<file path="config.mk">
export PLATFORM = sky130hd
export DESIGN_NAME = port_c_gpio
export DESIGN_NICKNAME = d
export VERILOG_FILES = /design/src/port_c_pkg.sv /design/src/port_pin_mux.sv /design/src/port_c_gpio.sv
export VERILOG_INCLUDE_DIRS = /design/src
export SDC_FILE = /design/constraint.sdc
export NUM_CORES = 1
export LEC_CHECK = 0
export BUFFER_PORTS_ARGS = -buffer_cell sky130_fd_sc_hd__clkbuf_2
export CAP_MARGIN = 15
export CORE_MARGIN = 10
export CORE_UTILIZATION = 52
export CTS_BUF_LIST = sky130_fd_sc_hd__clkbuf_8
export DETAILED_ROUTE_END_ITERATION = 6
export PLACE_DENSITY = 0.87
export SYNTH_ARGS = -nofsm -noshare
export SYNTH_HDL_FRONTEND = slang
export SYNTH_SLANG_ARGS = --single-unit
</file>
<file path="constraint.sdc">
create_clock -name mclk_in -period 4.3 [get_ports mclk_in]
set_input_delay 0.86 -clock mclk_in [delete_from_list [all_inputs] [get_ports mclk_in]]
set_output_delay 0.86 -clock mclk_in [all_outputs]
set_load 0.02 [all_outputs]
</file>
<file path="src/port_c_cfg.svh">
`ifndef PORT_C_CFG_SVH
`define PORT_C_CFG_SVH

// ****************************************************************
// Port geometry
// ****************************************************************
`define PORT_WIDTH 8
`define SERIAL_LOW_PIN 3
`define SERIAL_PIN_COUNT 5
`define PIN_OSC_OUT 0
`define PIN_OSC_IN 1
`define PIN_FIRST_CHANNEL 2

// ****************************************************************
// Register byte offsets on the APB
// ****************************************************************
`define ADDR_WIDTH 12
`define OFS_PORT_PIN_VALUE 12'h000
`define OFS_PORT_OUTPUT_LATCH 12'h004
`define OFS_PORT_DIRECTION 12'h008
`define OFS_PORT_CONFIG 12'h00c

// ****************************************************************
// Field positions and reset values
// ****************************************************************
`define CFG_PIN_SELECT_BIT 0
`define RST_PORT_OUTPUT_LATCH 8'h00
`define RST_PORT_DIRECTION 8'hff
`define RST_PORT_CONFIG 8'h01
`define RST_PIN_OE 8'h00

`endif

</file>
<file path="src/port_c_pkg.sv">
`default_nettype none
package port_c_pkg;

	// Bus answer sequencing, Gray coded
	typedef enum logic [1:0] {
		bus_idle = 2'b00,
		bus_answer = 2'b01
	} bus_state_type;

	// Requests from the on-chip peripherals that share the pins
	typedef struct packed {
		logic osc_enable;
		logic ccp1_out_enable;
		logic ccp1_out;
		logic pwm1a_drive;
		logic pwm1a_value;
		logic pwm1a_hiz;
		logic ccp2_out_enable;
		logic ccp2_out;
		logic pwm2a_drive;
		logic pwm2a_value;
		logic pwm2a_hiz;
		logic [4:0] serial_drive;
		logic [4:0] serial_value;
		logic [4:0] serial_force_input;
	} periph_type;

	// Levels handed back to the peripherals
	typedef struct packed {
		logic ccp1_capture;
		logic ccp2_capture;
		logic count_clock;
		logic [4:0] serial_input;
	} periph_return_type;

	// Pin driver value and enable per pin
	typedef struct packed {
		logic [7:0] value;
		logic [7:0] enable;
	} pin_drive_type;

	// Whole state of the port
	typedef struct packed {
		bus_state_type bus_state;
		logic pready;
		logic pslverr;
		logic [31:0] prdata;
		logic [7:0] latch;
		logic [7:0] direction;
		logic [7:0] config_bits;
		logic [7:0] pin_sample;
		pin_drive_type drive;
		periph_return_type ret;
	} state_type;

endpackage : port_c_pkg
`default_nettype wire

</file>
<file path="src/port_pin_mux.sv">
`timescale 1ns/1ps
`default_nettype none
`include "port_c_cfg.svh"

module port_pin_mux (
	// Port registers
	input wire logic [7:0] latch_in,
	input wire logic [7:0] direction_in,
	input wire logic pin_select_in,
	// Peripheral requests
	input wire port_c_pkg::periph_type periph_in,
	// Resolved pin drive
	output port_c_pkg::pin_drive_type drive_out
);

	logic [7:0] ovr_drive;
	logic [7:0] ovr_value;
	logic [7:0] ovr_hiz;

	// ****************************************************************
	// Peripheral overrides per pin
	// ****************************************************************
	always_comb begin
		ovr_drive = 8'h00;
		ovr_value = 8'h00;
		ovr_hiz = 8'h00;
		// First channel compare output on pin 2
		if (periph_in.ccp1_out_enable && !direction_in[`PIN_FIRST_CHANNEL]) begin
			ovr_drive[`PIN_FIRST_CHANNEL] = 1'b1;
			ovr_value[`PIN_FIRST_CHANNEL] = periph_in.ccp1_out;
		end
		// First PWM channel A beats port data
		if (periph_in.pwm1a_drive) begin
			ovr_drive[`PIN_FIRST_CHANNEL] = 1'b1;
			ovr_value[`PIN_FIRST_CHANNEL] = periph_in.pwm1a_value;
			ovr_hiz[`PIN_FIRST_CHANNEL] = periph_in.pwm1a_hiz;
		end
		// Second channel lands on pin 1 only when selected
		if (pin_select_in) begin
			if (periph_in.ccp2_out_enable && !direction_in[`PIN_OSC_IN]) begin
				ovr_drive[`PIN_OSC_IN] = 1'b1;
				ovr_value[`PIN_OSC_IN] = periph_in.ccp2_out;
			end
			if (periph_in.pwm2a_drive) begin
				ovr_drive[`PIN_OSC_IN] = 1'b1;
				ovr_value[`PIN_OSC_IN] = periph_in.pwm2a_value;
				ovr_hiz[`PIN_OSC_IN] = periph_in.pwm2a_hiz;
			end
		end
		// Serial modules on the upper pins
		ovr_drive[7:3] = periph_in.serial_drive;
		ovr_value[7:3] = periph_in.serial_value;
		ovr_hiz[7:3] = periph_in.serial_force_input;
		// Timer oscillator takes pins 0 and 1 from digital use
		if (periph_in.osc_enable) begin
			ovr_drive[1:0] = 2'b00;
			ovr_hiz[1:0] = 2'b11;
		end
	end

	// ****************************************************************
	// Final driver per pin
	// ****************************************************************
	genvar i;
	generate
		for (i = 0; i < `PORT_WIDTH; i = i + 1) begin : g_pin
			// Hiz wins, then override, then latch under direction
			assign drive_out.enable[i] = !ovr_hiz[i] && (ovr_drive[i] || !direction_in[i]);
			assign drive_out.value[i] = ovr_drive[i] ? ovr_value[i] : latch_in[i];
		end
	endgenerate

endmodule : port_pin_mux
`default_nettype wire

</file>
<file path="src/port_c_gpio.sv">
// Function
// - Eight pins, each direction, latch, input
// - Direction one makes pin input, undriven
// - Direction zero drives latch onto pin
// - Latch register readable, returns latched values
// - Every reset leaves all pins inputs
// - Enabled peripherals may force direction
// - Direction reads return stored bits always
// - Timer oscillator disables digital pins 0,1
// - Config bit routes second channel pin
// - Compare output beats latch; input feeds capture
// - PWM channel A overrides, may tri-state
// - Pin 0 input clocks timer counters
// - Serial outputs on pins 3-7 override
`timescale 1ns/1ps
`default_nettype none
`include "port_c_cfg.svh"

module port_c_gpio (
	// Clock, reset, enable
	input wire logic mclk_in,
	input wire logic reset_n_in,
	input wire logic clk_en_in,
	// APB slave
	input wire logic psel_in,
	input wire logic penable_in,
	input wire logic pwrite_in,
	input wire logic [11:0] paddr_in,
	input wire logic [31:0] pwdata_in,
	output logic [31:0] prdata_out,
	output logic pready_out,
	output logic pslverr_out,
	// External pins
	input wire logic [7:0] pin_in,
	output logic [7:0] pin_out,
	output logic [7:0] pin_oe_out,
	// Peripheral side
	input wire port_c_pkg::periph_type periph_in,
	output port_c_pkg::periph_return_type periph_ret_out,
	output logic second_channel_pin_select_out
);

	// ****************************************************************
	// State and next state
	// ****************************************************************
	port_c_pkg::state_type r;
	port_c_pkg::state_type r_nxt;
	port_c_pkg::pin_drive_type drive;

	logic [3:0] hit;
	logic [7:0] pin_visible;
	logic [7:0] wr_byte;
	logic bus_access;

	// ****************************************************************
	// Register decode
	// ****************************************************************
	// One-hot hit vector: pin value, latch, direction, config
	function automatic logic [3:0] reg_hit(input logic [11:0] addr);
		logic [3:0] h;
		h = 4'h0;
		unique case (addr)
			`OFS_PORT_PIN_VALUE: h = 4'h1;
			`OFS_PORT_OUTPUT_LATCH: h = 4'h2;
			`OFS_PORT_DIRECTION: h = 4'h4;
			`OFS_PORT_CONFIG: h = 4'h8;
			default: h = 4'h0;
		endcase
		return h;
	endfunction : reg_hit

	// Read mux over the mapped registers
	function automatic logic [7:0] reg_read(input logic [3:0] h,
			input port_c_pkg::state_type s, input logic [7:0] pins);
		logic [7:0] d;
		d = 8'h00;
		if (h[0]) begin
			d = pins;
		end
		if (h[1]) begin
			d = s.latch;
		end
		if (h[2]) begin
			d = s.direction;
		end
		if (h[3]) begin
			d = s.config_bits;
		end
		return d;
	endfunction : reg_read

	// ****************************************************************
	// Pin multiplexer
	// ****************************************************************
	port_pin_mux port_pin_mux_inst (
		.latch_in(r.latch),
		.direction_in(r.direction),
		.pin_select_in(r.config_bits[`CFG_PIN_SELECT_BIT]),
		.periph_in(periph_in),
		.drive_out(drive)
	);

	// ****************************************************************
	// Decode helpers
	// ****************************************************************
	// Address hit, write byte, gated pin levels
	always_comb begin
		hit = reg_hit(paddr_in);
		wr_byte = pwdata_in[7:0];
		bus_access = psel_in && penable_in;
		pin_visible = r.pin_sample;
		// Oscillator pins read as zero while it runs
		if (periph_in.osc_enable) begin
			pin_visible[1:0] = 2'b00;
		end
	end

	// ****************************************************************
	// Next state
	// ****************************************************************
	always_comb begin
		r_nxt = r;
		// Pins sampled each cycle, synchronous to the clock
		r_nxt.pin_sample = pin_in;
		// Pin drive registered so outputs leave flops
		r_nxt.drive = drive;
		// Bus sequencing: answer in the second access cycle
		unique case (r.bus_state)
			port_c_pkg::bus_idle: begin
				r_nxt.pready = 1'b0;
				r_nxt.pslverr = 1'b0;
				if (bus_access) begin
					r_nxt.bus_state = port_c_pkg::bus_answer;
					r_nxt.pready = 1'b1;
					r_nxt.pslverr = (hit == 4'h0);
					r_nxt.prdata = 32'h0000_0000;
					if (!pwrite_in) begin
						r_nxt.prdata = {24'h00_0000, reg_read(hit, r, pin_visible)};
					end
				end
			end
			port_c_pkg::bus_answer: begin
				// Write lands on the edge where pready is seen
				r_nxt.bus_state = port_c_pkg::bus_idle;
				r_nxt.pready = 1'b0;
				r_nxt.pslverr = 1'b0;
				if (bus_access && pwrite_in) begin
					if (hit[0] || hit[1]) begin
						r_nxt.latch = wr_byte;
					end
					if (hit[2]) begin
						r_nxt.direction = wr_byte;
					end
					if (hit[3]) begin
						r_nxt.config_bits = {7'h00, wr_byte[`CFG_PIN_SELECT_BIT]};
					end
				end
			end
			// Unused codes fall back to idle
			default: begin
				r_nxt.bus_state = port_c_pkg::bus_idle;
				r_nxt.pready = 1'b0;
				r_nxt.pslverr = 1'b0;
			end
		endcase
		// Capture inputs only when the pin is an input
		r_nxt.ret.ccp1_capture = r.direction[`PIN_FIRST_CHANNEL]
			&& r.pin_sample[`PIN_FIRST_CHANNEL];
		r_nxt.ret.ccp2_capture = r.config_bits[`CFG_PIN_SELECT_BIT]
			&& r.direction[`PIN_OSC_IN] && pin_visible[`PIN_OSC_IN];
		// Pin 0 as input feeds the counter clock
		r_nxt.ret.count_clock = r.direction[`PIN_OSC_OUT]
			&& pin_visible[`PIN_OSC_OUT];
		// Serial inputs see the raw upper pins
		r_nxt.ret.serial_input = r.pin_sample[7:3];
	end

	// ****************************************************************
	// State register
	// ****************************************************************
	// All pins come up as inputs on reset
	always_ff @(posedge mclk_in or negedge reset_n_in) begin
		if (!reset_n_in) begin
			r.bus_state <= port_c_pkg::bus_idle;
			r.pready <= 1'b0;
			r.pslverr <= 1'b0;
			r.prdata <= 32'h0000_0000;
			r.latch <= `RST_PORT_OUTPUT_LATCH;
			r.direction <= `RST_PORT_DIRECTION;
			r.config_bits <= `RST_PORT_CONFIG;
			r.pin_sample <= 8'h00;
			r.drive.value <= 8'h00;
			r.drive.enable <= `RST_PIN_OE;
			r.ret <= '0;
		end else if (clk_en_in) begin
			r <= r_nxt;
		end
	end

	// ****************************************************************
	// Outputs
	// ****************************************************************
	// Every output taken straight from the state flops
	assign prdata_out = r.prdata;
	assign pready_out = r.pready;
	assign pslverr_out = r.pslverr;
	assign pin_out = r.drive.value;
	assign pin_oe_out = r.drive.enable;
	assign periph_ret_out = r.ret;
	assign second_channel_pin_select_out = r.config_bits[`CFG_PIN_SELECT_BIT];

endmodule : port_c_gpio
`default_nettype wire

</file>
==> qor.txt <==
status = finished clean
Post-CTS Setup Bufs = 0
type of origin of the critical path = input port
# port buffers = 94
initial antenna violation count = 0
DP Wirelength = 5.749 mm
crit share post-route = 57.77%
met1 Use GR = 16.56%
Peak Freq = 402.6 MHz
Tightest Pin Transition = 936.6 ps
DRT Wirelength = 7.247 mm
Worst EP required = 4530 ps
Hold Slack = 481.7 ps
die extent in y = 97.87 microns
P&R area growth vs syn = 12.26%
placed insts = 410
Setup-failing EPs final = 0
post-CTS sizing = 0
hold_buf cts = 0
multi-input logic area = 1222 sq um
Hold WC Path Type = flip-flop to flip-flop
synthesized netlist cell count = 281
Clock Pin Slew Worst Setup and Hold Paths = 60 ps
Initial Util = 53.25%
CTS Buffer Depth = 2
Setup CP Type = input port to flip-flop
Seq cells post-synth = 60
Register Area = 1513 sq um
Worst EP arrival = 2710 ps
Synth cell types = 34
detail-routed via count per cell = 5.082
RSZ-0062 raised after global routing = no
DRC viols = 0
total gr overflow = 0
Setup crit end kind = flip-flop
clk root buf = clkbuf_8
n_diodes = 0
vias = 2165
routing usage on met3 = 7.400%
pin count of the biggest net entering global routing = 39
H-tree levels = 3
filler-free cell count of the finished design = 426
Rel. slew slack = 37.56%
CTS Sinks = 60
core box area = 5921 sq um
worst-path fanout max = 22
Fillers = 516
post-layout util = 59.78%
nets@finish = 430
CTS tree = done
layout cells sized above 1 = 47.86%
max-slew violation count = 0
via count of the first global-routing pass = 2522
fin crit period = 2484 ps
gp weighted congestion = 0.7427
layer with the highest usage = met2
Overall Global Routing Usage = 15.61%
IO Pins = 143
Final ANT Viol Nets = 0
mean area per synthesized cell = 11.22 sq um
TNS Setup = 0 ps
Max VDD drop = 0.2268 mV
worst skew pair latency = 320 ps
Initial DRC Count = 68
cts bufs inserted = 9
Leak = 1.845 nW
final hold violations = 0
drt pass-1 iters = 4
count of standard-cell rows = 28
die footprint = 9579 sq um
Routed WL per cell = 17.01 microns
first-pass GRT wire length = 12.14 mm
GR Util met2 = 25.48%
Max Cap Viol = 0
skew final = 6.047 ps
synthesized area = 3153 sq um
Synth Warn # = 0
die width = 97.87 microns
Finished Cell Area = 3540 sq um
Pwr per Cell Area = 355.3 nW/um^2
Placed Area = 3356 sq um
register area share after synthesis = 47.98%
[cell type report]
class | count | share of cell area (%)
Inverter | 11 | 1.166
Clock inverter | 7 | 1.697
Multi-Input combinational cell | 168 | 34.54
Tap cell | 75 | 2.651
Timing Repair Buffer | 96 | 13.72
Clock buffer | 9 | 3.499
Sequential cell | 60 | 42.74
[flip-flops by register name (all words and copies together), names as in the netlist]
name	cells
pready_out	1
pin_visible	6
second_channel_pin_select_out	1
pin_oe_out	8
pin_out	8
periph_ret_out	8
pslverr_out	1
r	19
prdata_out	8
[kinds of logic after synthesis]
kind of cell	count (synthesis)	synth area share [%]
other cells	1	0.1189
compound gates	37	7.064
buf+inv	76	15.99
mux	51	19.25
simple gates	56	9.603
flops	60	47.98
[critical path, cell delays in order]
cell	delay [ps]
clkbuf_2	390
nand4b_1	580
a211oi_1	340
nand2_1	230
o31ai_1	300
[through the flow]
| stage | setup WS, ps | total power [W] |
|---|---|---|
| after floorplan | 2257 | 0.0007679 |
| after global placement | 1477 | 0.0007967 |
| after detailed placement | 1425 | 0.0008036 |
| after CTS | 1774 | 0.001277 |
| after global routing | 1580 | 0.001323 |
| final | 1816 | 0.001258 |
[metal layers]
layer,wire [microns],share of wire (%)
met5,0,0
met4,110,1.5
met3,784,11
met2,3521,49
met1,2830,39
[worst paths after layout]
path	startpoint	endpoint	slack [ps]	cells after the start
max in group asynchronous	reset_n_in	r[46]$_DFFE_PN1P_	2740	2
hold reg to reg	prdata_out[6]$_DFFE_PN0P_	prdata_out[6]$_DFFE_PN0P_	480	2
hold / removal	prdata_out[6]$_DFFE_PN0P_	prdata_out[6]$_DFFE_PN0P_	480	2
setup reg to reg	r[90]$_DFFE_PN0P_	prdata_out[3]$_DFFE_PN0P_	2380	4
min in group asynchronous	reset_n_in	r[24]$_DFFE_PN0P_	660	1
setup / recovery	clk_en_in	prdata_out[3]$_DFFE_PN0P_	1820	5
[synth_stat cells]
master | n | area [sq um]
dfrtp_1 | 51 | 1276
nor2b_1 | 6 | 37.54
mux2_2 | 35 | 394.1
buf_2 | 1 | 5.000
o31ai_1 | 6 | 45.04
a211oi_1 | 1 | 7.510
a21oi_1 | 16 | 80.08
nand2_1 | 9 | 33.78
dfstp_2 | 9 | 236.5
nand4_1 | 3 | 18.77
and3_1 | 1 | 6.260
mux2i_1 | 7 | 70.07
nor4_2 | 2 | 25.02
o22ai_1 | 1 | 6.260
inv_1 | 11 | 41.29
a32o_1 | 2 | 20.02
a21boi_0 | 1 | 7.510
nor2_1 | 27 | 101.4
a22oi_1 | 1 | 7.510
o21ai_0 | 8 | 40.04
clkbuf_1 | 4 | 15.01
mux2_4 | 8 | 120.1
a311oi_1 | 1 | 8.760
buf_4 | 56 | 420.4
buf_1 | 3 | 11.26
nand3b_4 | 1 | 20.02
nand3_1 | 3 | 15.01
conb_1 | 1 | 3.750
nand3_4 | 1 | 17.52
nor2_4 | 1 | 11.26
nand3b_1 | 1 | 7.510
mux4_2 | 1 | 22.52
nand4b_1 | 1 | 8.760
buf_6 | 1 | 11.26
[placed cells by master, fill, tap and decap left out, types with 9 or more instances in the layout]
cell	Yosys	final
clkbuf_2	0	94
dfrtp_1	51	51
mux2_2	35	35
nor2_1	27	27
conb_1	1	24
a21oi_1	16	16
inv_1	11	13
nand2_1	9	9
clkbuf_8	0	9
dfstp_2	9	9
[power breakdown]
| part | total (W) | switching [W] | internal [W] |
|---|---|---|---|
| combinational | 0.000178 | 0.000109 | 0.0000689 |
| clock | 0.000467 | 0.000207 | 0.000260 |
| sequential | 0.000612 | 0.0000175 | 0.000595 |
| total | 0.00126 | 0.000334 | 0.000924 |
No activity file was read; power rests on OpenSTA's default activity.
